`config.mk`:
```
export PLATFORM = sky130hd
export DESIGN_NAME = sseq_status
export DESIGN_NICKNAME = d
export VERILOG_FILES = /design/src/core/sseq_pkg.sv /design/src/core/sseq_err_queue.sv /design/src/core/sseq_opc_tracker.sv /design/src/core/sseq_status.sv
export SDC_FILE = /design/constraint.sdc
export NUM_CORES = 1
export LEC_CHECK = 0
export BUFFER_PORTS_ARGS = -buffer_cell sky130_fd_sc_hd__buf_2
export CELL_PAD_IN_SITES_DETAIL_PLACEMENT = 1
export CELL_PAD_IN_SITES_GLOBAL_PLACEMENT = 1
export CORE_ASPECT_RATIO = 1.5
export CORE_UTILIZATION = 47
export CTS_BUF_LIST = sky130_fd_sc_hd__clkbuf_2 sky130_fd_sc_hd__clkbuf_4 sky130_fd_sc_hd__clkbuf_8
export DETAILED_ROUTE_END_ITERATION = 10
export HOLD_SLACK_MARGIN = 0.1
export PLACE_DENSITY_LB_ADDON = 0.1
export SYNTH_ARGS = -nofsm -noshare
export SYNTH_HDL_FRONTEND = slang
export SYNTH_HIERARCHICAL = 1
export SYNTH_SLANG_ARGS = --single-unit
```
`constraint.sdc`:
```
create_clock -name I_REF_CLK -period 4.8 [get_ports I_REF_CLK]
set_clock_uncertainty 0.1 [all_clocks]
set_input_delay 0.24 -clock I_REF_CLK [delete_from_list [all_inputs] [get_ports I_REF_CLK]]
set_output_delay 0.24 -clock I_REF_CLK [all_outputs]
set_load 0.1 [all_outputs]
```
`src/core/sseq_pkg.sv`:
```
package sseq_pkg;

    // ------------------------------------------------------------
    // Standard event bit positions
    // ------------------------------------------------------------
    localparam int unsigned SE_OPC_BIT   = 0;
    localparam int unsigned SE_QERR_BIT  = 2;
    localparam int unsigned SE_DERR_BIT  = 3;
    localparam int unsigned SE_EXE_BIT   = 4;
    localparam int unsigned SE_CMD_BIT   = 5;
    localparam int unsigned SE_PON_BIT   = 7;
    // Bits 1 and 6 never stored
    localparam logic [7:0]  SE_USED_MASK = 8'hbd;

    // ------------------------------------------------------------
    // Status byte bit positions
    // ------------------------------------------------------------
    localparam int unsigned SB_EAV_BIT   = 2;
    localparam int unsigned SB_QUES_BIT  = 3;
    localparam int unsigned SB_MAV_BIT   = 4;
    localparam int unsigned SB_ESB_BIT   = 5;
    localparam int unsigned SB_MSS_BIT   = 6;

    // ------------------------------------------------------------
    // Reset values
    // ------------------------------------------------------------
    localparam logic [7:0]  SE_RESET     = 8'h80;
    localparam logic [7:0]  ESE_RESET    = 8'h00;
    localparam logic [7:0]  SRE_RESET    = 8'h00;

    // ------------------------------------------------------------
    // Error queue
    // ------------------------------------------------------------
    localparam int unsigned EQ_DEPTH     = 10;
    localparam int unsigned EQ_AW        = 4;
    localparam int unsigned EQ_CW        = 16;
    localparam logic [15:0] EQ_NO_ERROR  = 16'h0000;
    localparam logic [15:0] EQ_OVERFLOW  = 16'hfebe;

    // ------------------------------------------------------------
    // Common command codes
    // ------------------------------------------------------------
    typedef enum logic [3:0] {
        SSEQ_CMD_NONE = 4'h0,
        SSEQ_CMD_CLS  = 4'h1,
        SSEQ_CMD_ESE  = 4'h2,
        SSEQ_CMD_ESEQ = 4'h3,
        SSEQ_CMD_SRE  = 4'h4,
        SSEQ_CMD_SREQ = 4'h5,
        SSEQ_CMD_STBQ = 4'h6,
        SSEQ_CMD_ESRQ = 4'h7,
        SSEQ_CMD_OPC  = 4'h8,
        SSEQ_CMD_OPCQ = 4'h9,
        SSEQ_CMD_ERRQ = 4'ha,
        SSEQ_CMD_SYSC = 4'hb,
        SSEQ_CMD_RST  = 4'hc
    } sseq_cmd_e;

    // Pending operation-complete states
    typedef enum logic [1:0] {
        SSEQ_OPC_IDLE  = 2'b00,
        SSEQ_OPC_BIT   = 2'b01,
        SSEQ_OPC_QUERY = 2'b10
    } sseq_opc_e;

endpackage

```
`src/core/sseq_err_queue.sv`:
```
`timescale 1ns/10ps
module sseq_err_queue
    import sseq_pkg::*;
(
    // Clock and reset
    input  wire logic                 i_clk,
    input  wire logic                 i_rst_b,
    // Control
    input  wire logic                 i_clear,
    input  wire logic                 i_push,
    input  wire logic [EQ_CW-1:0]     i_code,
    input  wire logic                 i_pop,
    // Status
    output logic      [EQ_CW-1:0]     o_head,
    output logic                      o_empty
);

    // ------------------------------------------------------------
    // Storage
    // ------------------------------------------------------------
    logic [EQ_CW-1:0] mem_q [EQ_DEPTH];
    logic [EQ_AW-1:0] rd_q;
    logic [EQ_AW-1:0] cnt_q;
    logic             ovf_q;

    function automatic logic [EQ_AW-1:0] wrap(input logic [EQ_AW-1:0] p,
                                              input logic [EQ_AW-1:0] n);
        logic [EQ_AW:0] s;
        s = {1'b0, p} + {1'b0, n};
        if (s >= (EQ_AW+1)'(EQ_DEPTH)) begin
            s = s - (EQ_AW+1)'(EQ_DEPTH);
        end
        return s[EQ_AW-1:0];
    endfunction

    logic do_pop;
    logic do_push;
    logic acc_push;
    logic full;
    assign full    = (cnt_q == EQ_AW'(EQ_DEPTH));
    // A pop in the same cycle frees room for the push
    assign acc_push = do_push && (!full || do_pop);
    assign o_empty = (cnt_q == '0);
    assign do_pop  = i_pop && !o_empty;
    // Overflow locks out new entries until cleared
    assign do_push = i_push && !ovf_q;
    assign o_head  = o_empty ? EQ_NO_ERROR : mem_q[rd_q];

    // ------------------------------------------------------------
    // Pointers and count
    // ------------------------------------------------------------
    always_ff @(posedge i_clk or negedge i_rst_b) begin
        if (!i_rst_b) begin
            rd_q  <= '0;
            cnt_q <= '0;
            ovf_q <= 1'b0;
        end else if (i_clear) begin
            rd_q  <= '0;
            cnt_q <= '0;
            ovf_q <= 1'b0;
        end else begin
            if (do_pop) begin
                rd_q <= wrap(rd_q, EQ_AW'(1));
            end
            if (do_push && full && !do_pop) begin
                ovf_q <= 1'b1;
            end
            if (do_pop && !acc_push) begin
                cnt_q <= cnt_q - EQ_AW'(1);
            end else if (!do_pop && acc_push) begin
                cnt_q <= cnt_q + EQ_AW'(1);
            end
        end
    end

    // ------------------------------------------------------------
    // Entry writes
    // ------------------------------------------------------------
    always_ff @(posedge i_clk) begin
        if (!i_clear && do_push) begin
            if (full && !do_pop) begin
                // Newest slot becomes the overflow marker
                mem_q[wrap(rd_q, EQ_AW'(EQ_DEPTH-1))] <= EQ_OVERFLOW;
            end else begin
                mem_q[wrap(rd_q, cnt_q)] <= i_code;
            end
        end
    end

endmodule // sseq_err_queue

```
`src/core/sseq_opc_tracker.sv`:
```
`timescale 1ns/10ps
module sseq_opc_tracker
    import sseq_pkg::*;
(
    // Clock and reset
    input  wire logic  i_clk,
    input  wire logic  i_rst_b,
    // Requests
    input  wire logic  i_arm_bit,
    input  wire logic  i_arm_query,
    input  wire logic  i_abort,
    input  wire logic  i_ops_busy,
    // Results
    output logic       o_set_bit,
    output logic       o_reply
);

    sseq_opc_e st_q;

    // Waits for idle; an arm while idle still takes one cycle
    assign o_set_bit = (st_q == SSEQ_OPC_BIT) && !i_ops_busy;
    assign o_reply   = (st_q == SSEQ_OPC_QUERY) && !i_ops_busy;

    always_ff @(posedge i_clk or negedge i_rst_b) begin
        if (!i_rst_b) begin
            st_q <= SSEQ_OPC_IDLE;
        end else if (i_abort) begin
            st_q <= SSEQ_OPC_IDLE;
        end else begin
            unique case (st_q)
                SSEQ_OPC_IDLE: begin
                    if (i_arm_query) begin
                        st_q <= SSEQ_OPC_QUERY;
                    end else if (i_arm_bit) begin
                        st_q <= SSEQ_OPC_BIT;
                    end
                end
                SSEQ_OPC_BIT,
                SSEQ_OPC_QUERY: begin
                    if (!i_ops_busy) begin
                        st_q <= SSEQ_OPC_IDLE;
                    end
                end
                default: begin
                    st_q <= SSEQ_OPC_IDLE;
                end
            endcase
        end
    end

endmodule // sseq_opc_tracker

```
`src/core/sseq_status.sv`:
```
`timescale 1ns/10ps
// Notes on behaviour
// - OPC bit set once operations finish
// - Bits 1 and 6 always zero
// - Query error events set bit 2
// - Device failures set bit 3
// - Execution error bit 4, syntax bit 5
// - Power-on bit set after reset
// - Enabled events raise event summary
// - Clear events on CLS or ESR read
// - ESE value replaces enable mask
// - ESE query returns mask unchanged
// - SRE value stored as request mask
// - SRE query returns stored mask
// - STB query keeps master summary
// - ESR query returns event register
// - CLS clears event registers and event summary
// - OPC query replies after operations finish
// - Error queue oldest first, removed on read
// - Overflow replaces last entry, locks queue
// - Empty queue read returns no error
// - Queue cleared by system clear or reset, not by RST command
// - Status bit 2 when queue nonempty
// - Status bit 5 is event summary
// - Status bit 6 is master summary
module sseq_status
    import sseq_pkg::*;
(
    // Clock and reset
    input  wire logic              I_REF_CLK,
    input  wire logic              I_RST_B,
    // Command from parser
    input  wire logic              I_CMD_VALID,
    input  wire logic [3:0]        I_CMD_CODE,
    input  wire logic [7:0]        I_CMD_ARG,
    // Event sources
    input  wire logic              I_EV_QUERY_ERR,
    input  wire logic              I_EV_DEVICE_ERR,
    input  wire logic              I_EV_EXEC_ERR,
    input  wire logic              I_EV_CMD_ERR,
    input  wire logic              I_BUF_FULL,
    input  wire logic              I_OPS_BUSY,
    // Error reports
    input  wire logic              I_ERR_PUSH,
    input  wire logic [EQ_CW-1:0]  I_ERR_CODE,
    // Other summaries
    input  wire logic              I_QUES_SUMMARY,
    input  wire logic              I_MSG_AVAIL,
    // Replies
    output logic                   O_RSP_VALID,
    output logic      [7:0]        O_RSP_BYTE,
    output logic                   O_ERR_VALID,
    output logic      [EQ_CW-1:0]  O_ERR_CODE,
    output logic                   O_OPC_REPLY,
    // Other groups
    output logic                   O_CLR_EVENTS,
    // Status
    output logic      [7:0]        O_STATUS_BYTE,
    output logic      [7:0]        O_EVENT_FLAGS
);

    // ------------------------------------------------------------
    // Command decode
    // ------------------------------------------------------------
    function automatic logic is_cmd(input logic v,
                                    input logic [3:0] c,
                                    input sseq_cmd_e k);
        return v && (c == k);
    endfunction

    logic cmd_cls;
    logic cmd_ese;
    logic cmd_eseq;
    logic cmd_sre;
    logic cmd_sreq;
    logic cmd_stbq;
    logic cmd_esrq;
    logic cmd_opc;
    logic cmd_opcq;
    logic cmd_errq;
    logic cmd_sysc;
    logic cmd_any;

    assign cmd_cls  = is_cmd(I_CMD_VALID, I_CMD_CODE, SSEQ_CMD_CLS);
    assign cmd_ese  = is_cmd(I_CMD_VALID, I_CMD_CODE, SSEQ_CMD_ESE);
    assign cmd_eseq = is_cmd(I_CMD_VALID, I_CMD_CODE, SSEQ_CMD_ESEQ);
    assign cmd_sre  = is_cmd(I_CMD_VALID, I_CMD_CODE, SSEQ_CMD_SRE);
    assign cmd_sreq = is_cmd(I_CMD_VALID, I_CMD_CODE, SSEQ_CMD_SREQ);
    assign cmd_stbq = is_cmd(I_CMD_VALID, I_CMD_CODE, SSEQ_CMD_STBQ);
    assign cmd_esrq = is_cmd(I_CMD_VALID, I_CMD_CODE, SSEQ_CMD_ESRQ);
    assign cmd_opc  = is_cmd(I_CMD_VALID, I_CMD_CODE, SSEQ_CMD_OPC);
    assign cmd_opcq = is_cmd(I_CMD_VALID, I_CMD_CODE, SSEQ_CMD_OPCQ);
    assign cmd_errq = is_cmd(I_CMD_VALID, I_CMD_CODE, SSEQ_CMD_ERRQ);
    assign cmd_sysc = is_cmd(I_CMD_VALID, I_CMD_CODE, SSEQ_CMD_SYSC);
    assign cmd_any  = I_CMD_VALID;

    // ------------------------------------------------------------
    // State
    // ------------------------------------------------------------
    logic [7:0]       sef_q;
    logic [7:0]       ese_q;
    logic [7:0]       sre_q;
    logic [7:0]       rsp_d;
    logic             opc_set;
    logic             eq_empty;
    logic [EQ_CW-1:0] eq_head;
    logic             esb;
    logic             mss;
    logic [7:0]       stb;
    logic [7:0]       set_vec;
    logic             qerr;

    // ------------------------------------------------------------
    // Submodules
    // ------------------------------------------------------------
    sseq_err_queue u_queue (
        .i_clk   (I_REF_CLK),
        .i_rst_b (I_RST_B),
        .i_clear (cmd_sysc),
        .i_push  (I_ERR_PUSH),
        .i_code  (I_ERR_CODE),
        .i_pop   (cmd_errq),
        .o_head  (eq_head),
        .o_empty (eq_empty)
    );

    sseq_opc_tracker u_opc (
        .i_clk       (I_REF_CLK),
        .i_rst_b     (I_RST_B),
        .i_arm_bit   (cmd_opc),
        .i_arm_query (cmd_opcq),
        .i_abort     (1'b0),
        .i_ops_busy  (I_OPS_BUSY),
        .o_set_bit   (opc_set),
        .o_reply     (O_OPC_REPLY)
    );

    // ------------------------------------------------------------
    // Summaries
    // ------------------------------------------------------------
    assign esb = |(sef_q & ese_q);

    always_comb begin
        stb              = 8'h00;
        stb[SB_EAV_BIT]  = !eq_empty;
        stb[SB_QUES_BIT] = I_QUES_SUMMARY;
        stb[SB_MAV_BIT]  = I_MSG_AVAIL;
        stb[SB_ESB_BIT]  = esb;
    end
    // A status byte query never clears this bit
    assign mss = |(stb & sre_q & ~(8'h01 << SB_MSS_BIT));

    always_comb begin
        O_STATUS_BYTE             = stb;
        O_STATUS_BYTE[SB_MSS_BIT] = mss;
    end

    // ------------------------------------------------------------
    // Query error detection
    // ------------------------------------------------------------
    // Stale reads are flagged by the parser on I_EV_QUERY_ERR
    assign qerr = I_EV_QUERY_ERR || I_BUF_FULL ||
                  (cmd_errq && eq_empty);

    // ------------------------------------------------------------
    // Standard event register
    // ------------------------------------------------------------
    always_comb begin
        set_vec              = 8'h00;
        set_vec[SE_OPC_BIT]  = opc_set;
        set_vec[SE_QERR_BIT] = qerr;
        set_vec[SE_DERR_BIT] = I_EV_DEVICE_ERR;
        set_vec[SE_EXE_BIT]  = I_EV_EXEC_ERR;
        set_vec[SE_CMD_BIT]  = I_EV_CMD_ERR;
    end

    // Power-on bit comes from reset value; set wins over clear
    always_ff @(posedge I_REF_CLK or negedge I_RST_B) begin
        if (!I_RST_B) begin
            sef_q <= SE_RESET;
        end else if (cmd_cls || cmd_esrq) begin
            sef_q <= set_vec & SE_USED_MASK;
        end else begin
            sef_q <= (sef_q | set_vec) & SE_USED_MASK;
        end
    end
    assign O_EVENT_FLAGS = sef_q;
    assign O_CLR_EVENTS  = cmd_cls;

    // ------------------------------------------------------------
    // Enable masks
    // ------------------------------------------------------------
    always_ff @(posedge I_REF_CLK or negedge I_RST_B) begin
        if (!I_RST_B) begin
            ese_q <= ESE_RESET;
        end else if (cmd_ese) begin
            ese_q <= I_CMD_ARG;
        end
    end

    always_ff @(posedge I_REF_CLK or negedge I_RST_B) begin
        if (!I_RST_B) begin
            sre_q <= SRE_RESET;
        end else if (cmd_sre) begin
            sre_q <= I_CMD_ARG;
        end
    end

    // ------------------------------------------------------------
    // Replies
    // ------------------------------------------------------------
    always_comb begin
        rsp_d = 8'h00;
        if (cmd_eseq) begin
            rsp_d = ese_q;
        end else if (cmd_sreq) begin
            rsp_d = sre_q;
        end else if (cmd_stbq) begin
            rsp_d = O_STATUS_BYTE;
        end else if (cmd_esrq) begin
            rsp_d = sef_q;
        end
    end

    always_ff @(posedge I_REF_CLK or negedge I_RST_B) begin
        if (!I_RST_B) begin
            O_RSP_VALID <= 1'b0;
            O_RSP_BYTE  <= 8'h00;
        end else begin
            O_RSP_VALID <= cmd_eseq || cmd_sreq || cmd_stbq || cmd_esrq;
            O_RSP_BYTE  <= rsp_d;
        end
    end

    always_ff @(posedge I_REF_CLK or negedge I_RST_B) begin
        if (!I_RST_B) begin
            O_ERR_VALID <= 1'b0;
            O_ERR_CODE  <= EQ_NO_ERROR;
        end else begin
            O_ERR_VALID <= cmd_errq;
            if (cmd_errq) begin
                O_ERR_CODE <= eq_head;
            end
        end
    end

endmodule // sseq_status

```
==> flow_results.xml <==
<?xml version="1.0" encoding="UTF-8"?>
<metrics>
  <group name="run_status">
    <metric name="run_status" unit="">complete, no violations</metric>
  </group>
  <group name="layout">
    <metric name="mostFrequentLayoutCells" unit="">edfxtp_1 (160), buf_2 (78), dfrtp_1 (57), dlygate4sd3_1 (44), a211oi_1 (36)</metric>
    <metric name="postLayoutCoreUtil" unit="">0.575</metric>
    <metric name="syn2layout_area_growth" unit="%">18.7</metric>
    <metric name="layout.nets" unit="">809</metric>
    <metric name="drive_gt1_frac" unit="">0.329</metric>
    <metric name="antenna_cells_inserted" unit="">0</metric>
    <metric name="final_common_cell" unit="">edfxtp_1</metric>
    <metric name="fill_cells" unit="">1887</metric>
  </group>
  <group name="placed_design">
    <metric name="place.gp.congestion" unit="">0.800</metric>
    <metric name="io_buffer_count" unit="">78</metric>
    <metric name="hpwl" unit="um">14300</metric>
  </group>
  <group name="hold_path">
    <metric name="hold_path_class" unit="">input port to flip-flop</metric>
  </group>
  <group name="routing">
    <metric name="route.antenna.remaining_nets" unit="">0</metric>
    <metric name="drt-pass1-iter-count" unit="">5</metric>
    <metric name="drt-vias-per-instance" unit="">5.56</metric>
    <metric name="post-route-drc-count" unit="">0</metric>
    <metric name="avgRoutedWirePerCell" unit="um">21.4</metric>
    <metric name="totalWireLength" unit="um">22200</metric>
    <metric name="routed-via-count" unit="">5772</metric>
    <metric name="dr.first_iter.drc_count" unit="">254</metric>
  </group>
  <group name="power_and_ir_drop">
    <metric name="p_leak" unit="nW">4.28</metric>
    <metric name="p_per_area" unit="nW/um^2">666</metric>
    <metric name="cell_internal_pwr" unit="W">0.00459</metric>
    <metric name="max-vdd-ir-drop" unit="mV">0.453</metric>
    <metric name="seq_power_share" unit="">0.367</metric>
    <metric name="clockPowerShare" unit="">0.209</metric>
    <metric name="switchingPower" unit="W">0.00305</metric>
    <metric name="combPwrFrac" unit="">0.424</metric>
    <metric name="switching_share" unit="">0.399</metric>
  </group>
  <group name="clock_tree">
    <metric name="cts_tree" unit="">yes</metric>
    <metric name="clock_sinks" unit="">219</metric>
    <metric name="cts_resized" unit="">0</metric>
    <metric name="cts_max_path_bufs" unit="">3</metric>
    <metric name="clock_tree.htree_level_count" unit="">2</metric>
    <metric name="cts-root-buf" unit="">clkbuf_8</metric>
    <metric name="worst_skew_pair.late_latency" unit="ps">510</metric>
    <metric name="cts_buffers" unit="">35</metric>
    <metric name="path_clk_slew" unit="ps">70</metric>
  </group>
  <group name="synth">
    <metric name="ys.flop_type" unit="">edfxtp_1</metric>
    <metric name="synth-warning-count" unit="">6</metric>
    <metric name="synth.distinct_cells" unit="">63</metric>
    <metric name="syn_avg_cell_area" unit="sq um">15.7</metric>
    <metric name="yosysSeqAreaShare" unit="">0.650</metric>
    <metric name="netlist_instances" unit="">615</metric>
    <metric name="number_of_flops_mapped_to_enable_cells_by_yosys" unit="">160</metric>
    <metric name="async_flop_share" unit="">0.269</metric>
    <metric name="ys_seq_elements" unit="">219</metric>
    <metric name="synth.cell_area" unit="sq um">9670</metric>
  </group>
  <group name="setup_path">
    <metric name="startpoint_type" unit="">flip-flop</metric>
    <metric name="worst-setup-path-type" unit="">flip-flop to flip-flop</metric>
    <metric name="timing.critical_path.arrival" unit="ps">4280</metric>
    <metric name="kind_of_capture_point_of_the_worst_setup_path" unit="">flip-flop</metric>
    <metric name="worst-endpoint-required" unit="ps">4820</metric>
    <metric name="worst-path-max-fanout" unit="">16</metric>
  </group>
  <group name="global_route">
    <metric name="number_of_global_route_vias_before_repair" unit="">6444</metric>
    <metric name="global_route.overflow_total" unit="">0</metric>
    <metric name="grt_util_all_layers" unit="">0.220</metric>
    <metric name="grt_first_pass_wirelength" unit="um">35200</metric>
    <metric name="grt_max_degree" unit="">52</metric>
    <metric name="grt_antenna_before_repair" unit="">0</metric>
  </group>
  <group name="floorplanning">
    <metric name="row_count" unit="">63</metric>
    <metric name="fp.dieArea" unit="sq um">21200</metric>
    <metric name="initial_utilization" unit="">0.485</metric>
    <metric name="die_height" unit="um">178</metric>
    <metric name="io_pins" unit="">84</metric>
    <metric name="fp.coreArea" unit="sq um">19900</metric>
    <metric name="floorplan.die.width" unit="um">119</metric>
  </group>
  <group name="timing">
    <metric name="achievable-frequency" unit="GHz">0.235</metric>
    <metric name="slew_headroom" unit="">0.245</metric>
    <metric name="timing.final.hold_violations" unit="">0</metric>
    <metric name="setup_viol_count_final" unit="">0</metric>
    <metric name="drv_slew" unit="">0</metric>
    <metric name="period_needed" unit="ps">4260</metric>
    <metric name="grt_setup_unrepaired" unit="">false</metric>
    <metric name="tightestPinTransition" unit="ps">1130</metric>
    <metric name="tns" unit="ps">0</metric>
    <metric name="final.period_utilization" unit="">0.887</metric>
  </group>
  <group name="flow_run">
    <metric name="drv_cap" unit="">0</metric>
  </group>
</metrics>
## Yosys cell counts (3+ instances only)
master	instances	area, sq um
clkbuf_1	18	67.6
nand2b_1	9	56.3
nor2_1	19	71.3
nor3_1	7	35.0
mux4_2	32	721
a21oi_1	14	70.1
xnor2_1	8	70.1
nor2b_1	20	125
mux2i_1	18	180
edfxtp_1	160	4800
a211oi_1	36	270
ha_1	13	163
buf_6	5	56.3
dfrtp_1	58	1450
xor2_1	3	26.3
or2_2	15	93.8
nor3b_1	7	52.6
buf_2	9	45.0
inv_1	16	60.1
nand3b_1	3	22.5
nand2_1	20	75.1
mux2_4	8	120
a22oi_1	10	75.1
a21o_1	8	60.1
o21ai_0	12	60.1
nand3_1	7	35.0
buf_4	9	67.6
mux2_2	27	304
## cell families (layout without fill, tap and decap cells)
family,count (synthesis),count (layout),share of synthesized area
xor+xnor,11,11,0.00997
simple gates,128,128,0.0792
compound gates,96,96,0.0690
buf+inv,58,216,0.0311
other cells,1,7,0.000388
mux,87,87,0.140
fa+ha+maj,15,15,0.0210
flops,219,219,0.650
## sequential cells by signal, summed over array words and instances, names as in the netlist
signal,flops
O_ERR_VALID,1
u_queue/mem_q,160
u_queue/cnt_q,4
u_queue/rd_q,4
u_queue/ovf_q,1
O_RSP_BYTE,8
O_RSP_VALID,1
O_ERR_CODE,16
ese_q,8
sre_q,8
O_EVENT_FLAGS,6
u_opc/st_q,2
## cell type report
type / count / area (sq um) / area share
clock buffers: 46 / 564 / 0.0492
flip-flops and latches: 219 / 6290 / 0.548
clock inverters: 16 / 125 / 0.0109
inverters: 16 / 60.1 / 0.00523
repair buffers: 138 / 951 / 0.0829
well taps: 260 / 325 / 0.0284
multi-input cells: 344 / 3160 / 0.276
## what timing repair did
item	in CTS	in global routing
endpoints found under the hold margin	231	0
setup buffers	0	0
hold buffers	44	0
## power groups by stage
stage / Combinational, W / Clock [W] / Sequential [W]
after floorplan: 0.00191 / 0 / 0.00330
after global placement: 0.00314 / 0 / 0.00280
after detailed placement: 0.00324 / 0 / 0.00284
after CTS: 0.00328 / 0.00164 / 0.00281
after global routing: 0.00350 / 0.00170 / 0.00285
final: 0.00324 / 0.00159 / 0.00280
## metrics by stage
stage	hold WS [ps]	instance area [sq um]	setup WS (ps)	instances	power, W
final	135	11500	541	1039	0.00764
after global routing	146	11500	239	1039	0.00805
after CTS	112	11500	529	1039	0.00772
after detailed placement	41.5	10300	517	933	0.00608
after global placement	39.3	10300	700	933	0.00594
after floorplan	-156	9700	392	621	0.00521
## metal layers
layer | vias to the layer above | global-route usage | share of wire
li1 | 2621 | - | -
met1 | 2946 | 0.268 | 0.41
met2 | 160 | 0.391 | 0.52
met3 | 45 | 0.0328 | 0.039
met4 | 0 | 0.0865 | 0.029
met5 | - | 0 | 0
## worst max-delay path, cell delays in order (launching register included)
cell	delay, ps
dfrtp_4	510
ha_1	240
fa_1	420
xor2_1	200
inv_1	90
ha_1	230
o221ai_1	130
a31oi_1	270
mux2_1	370
o21ai_2	450
and3b_1	850
## path summary, 6_finish.rpt
kind | from | to | slack (ps) | cells after the start
setup / recovery | u_queue/rd_q[0] | u_queue/mem_q[7][9] | 540 | 10
hold / removal | I_ERR_CODE[6] | u_queue/mem_q[0][6] | 130 | 3
setup reg to reg | u_queue/rd_q[0] | u_queue/mem_q[7][9] | 540 | 10
hold reg to reg | sre_q[1] | O_RSP_BYTE[1] | 400 | 1
max in group asynchronous | I_RST_B | u_queue/rd_q[0] | 3460 | 3
min in group asynchronous | I_RST_B | u_queue/rd_q[2] | 310 | 3
Power figures use the tool's default switching activity.
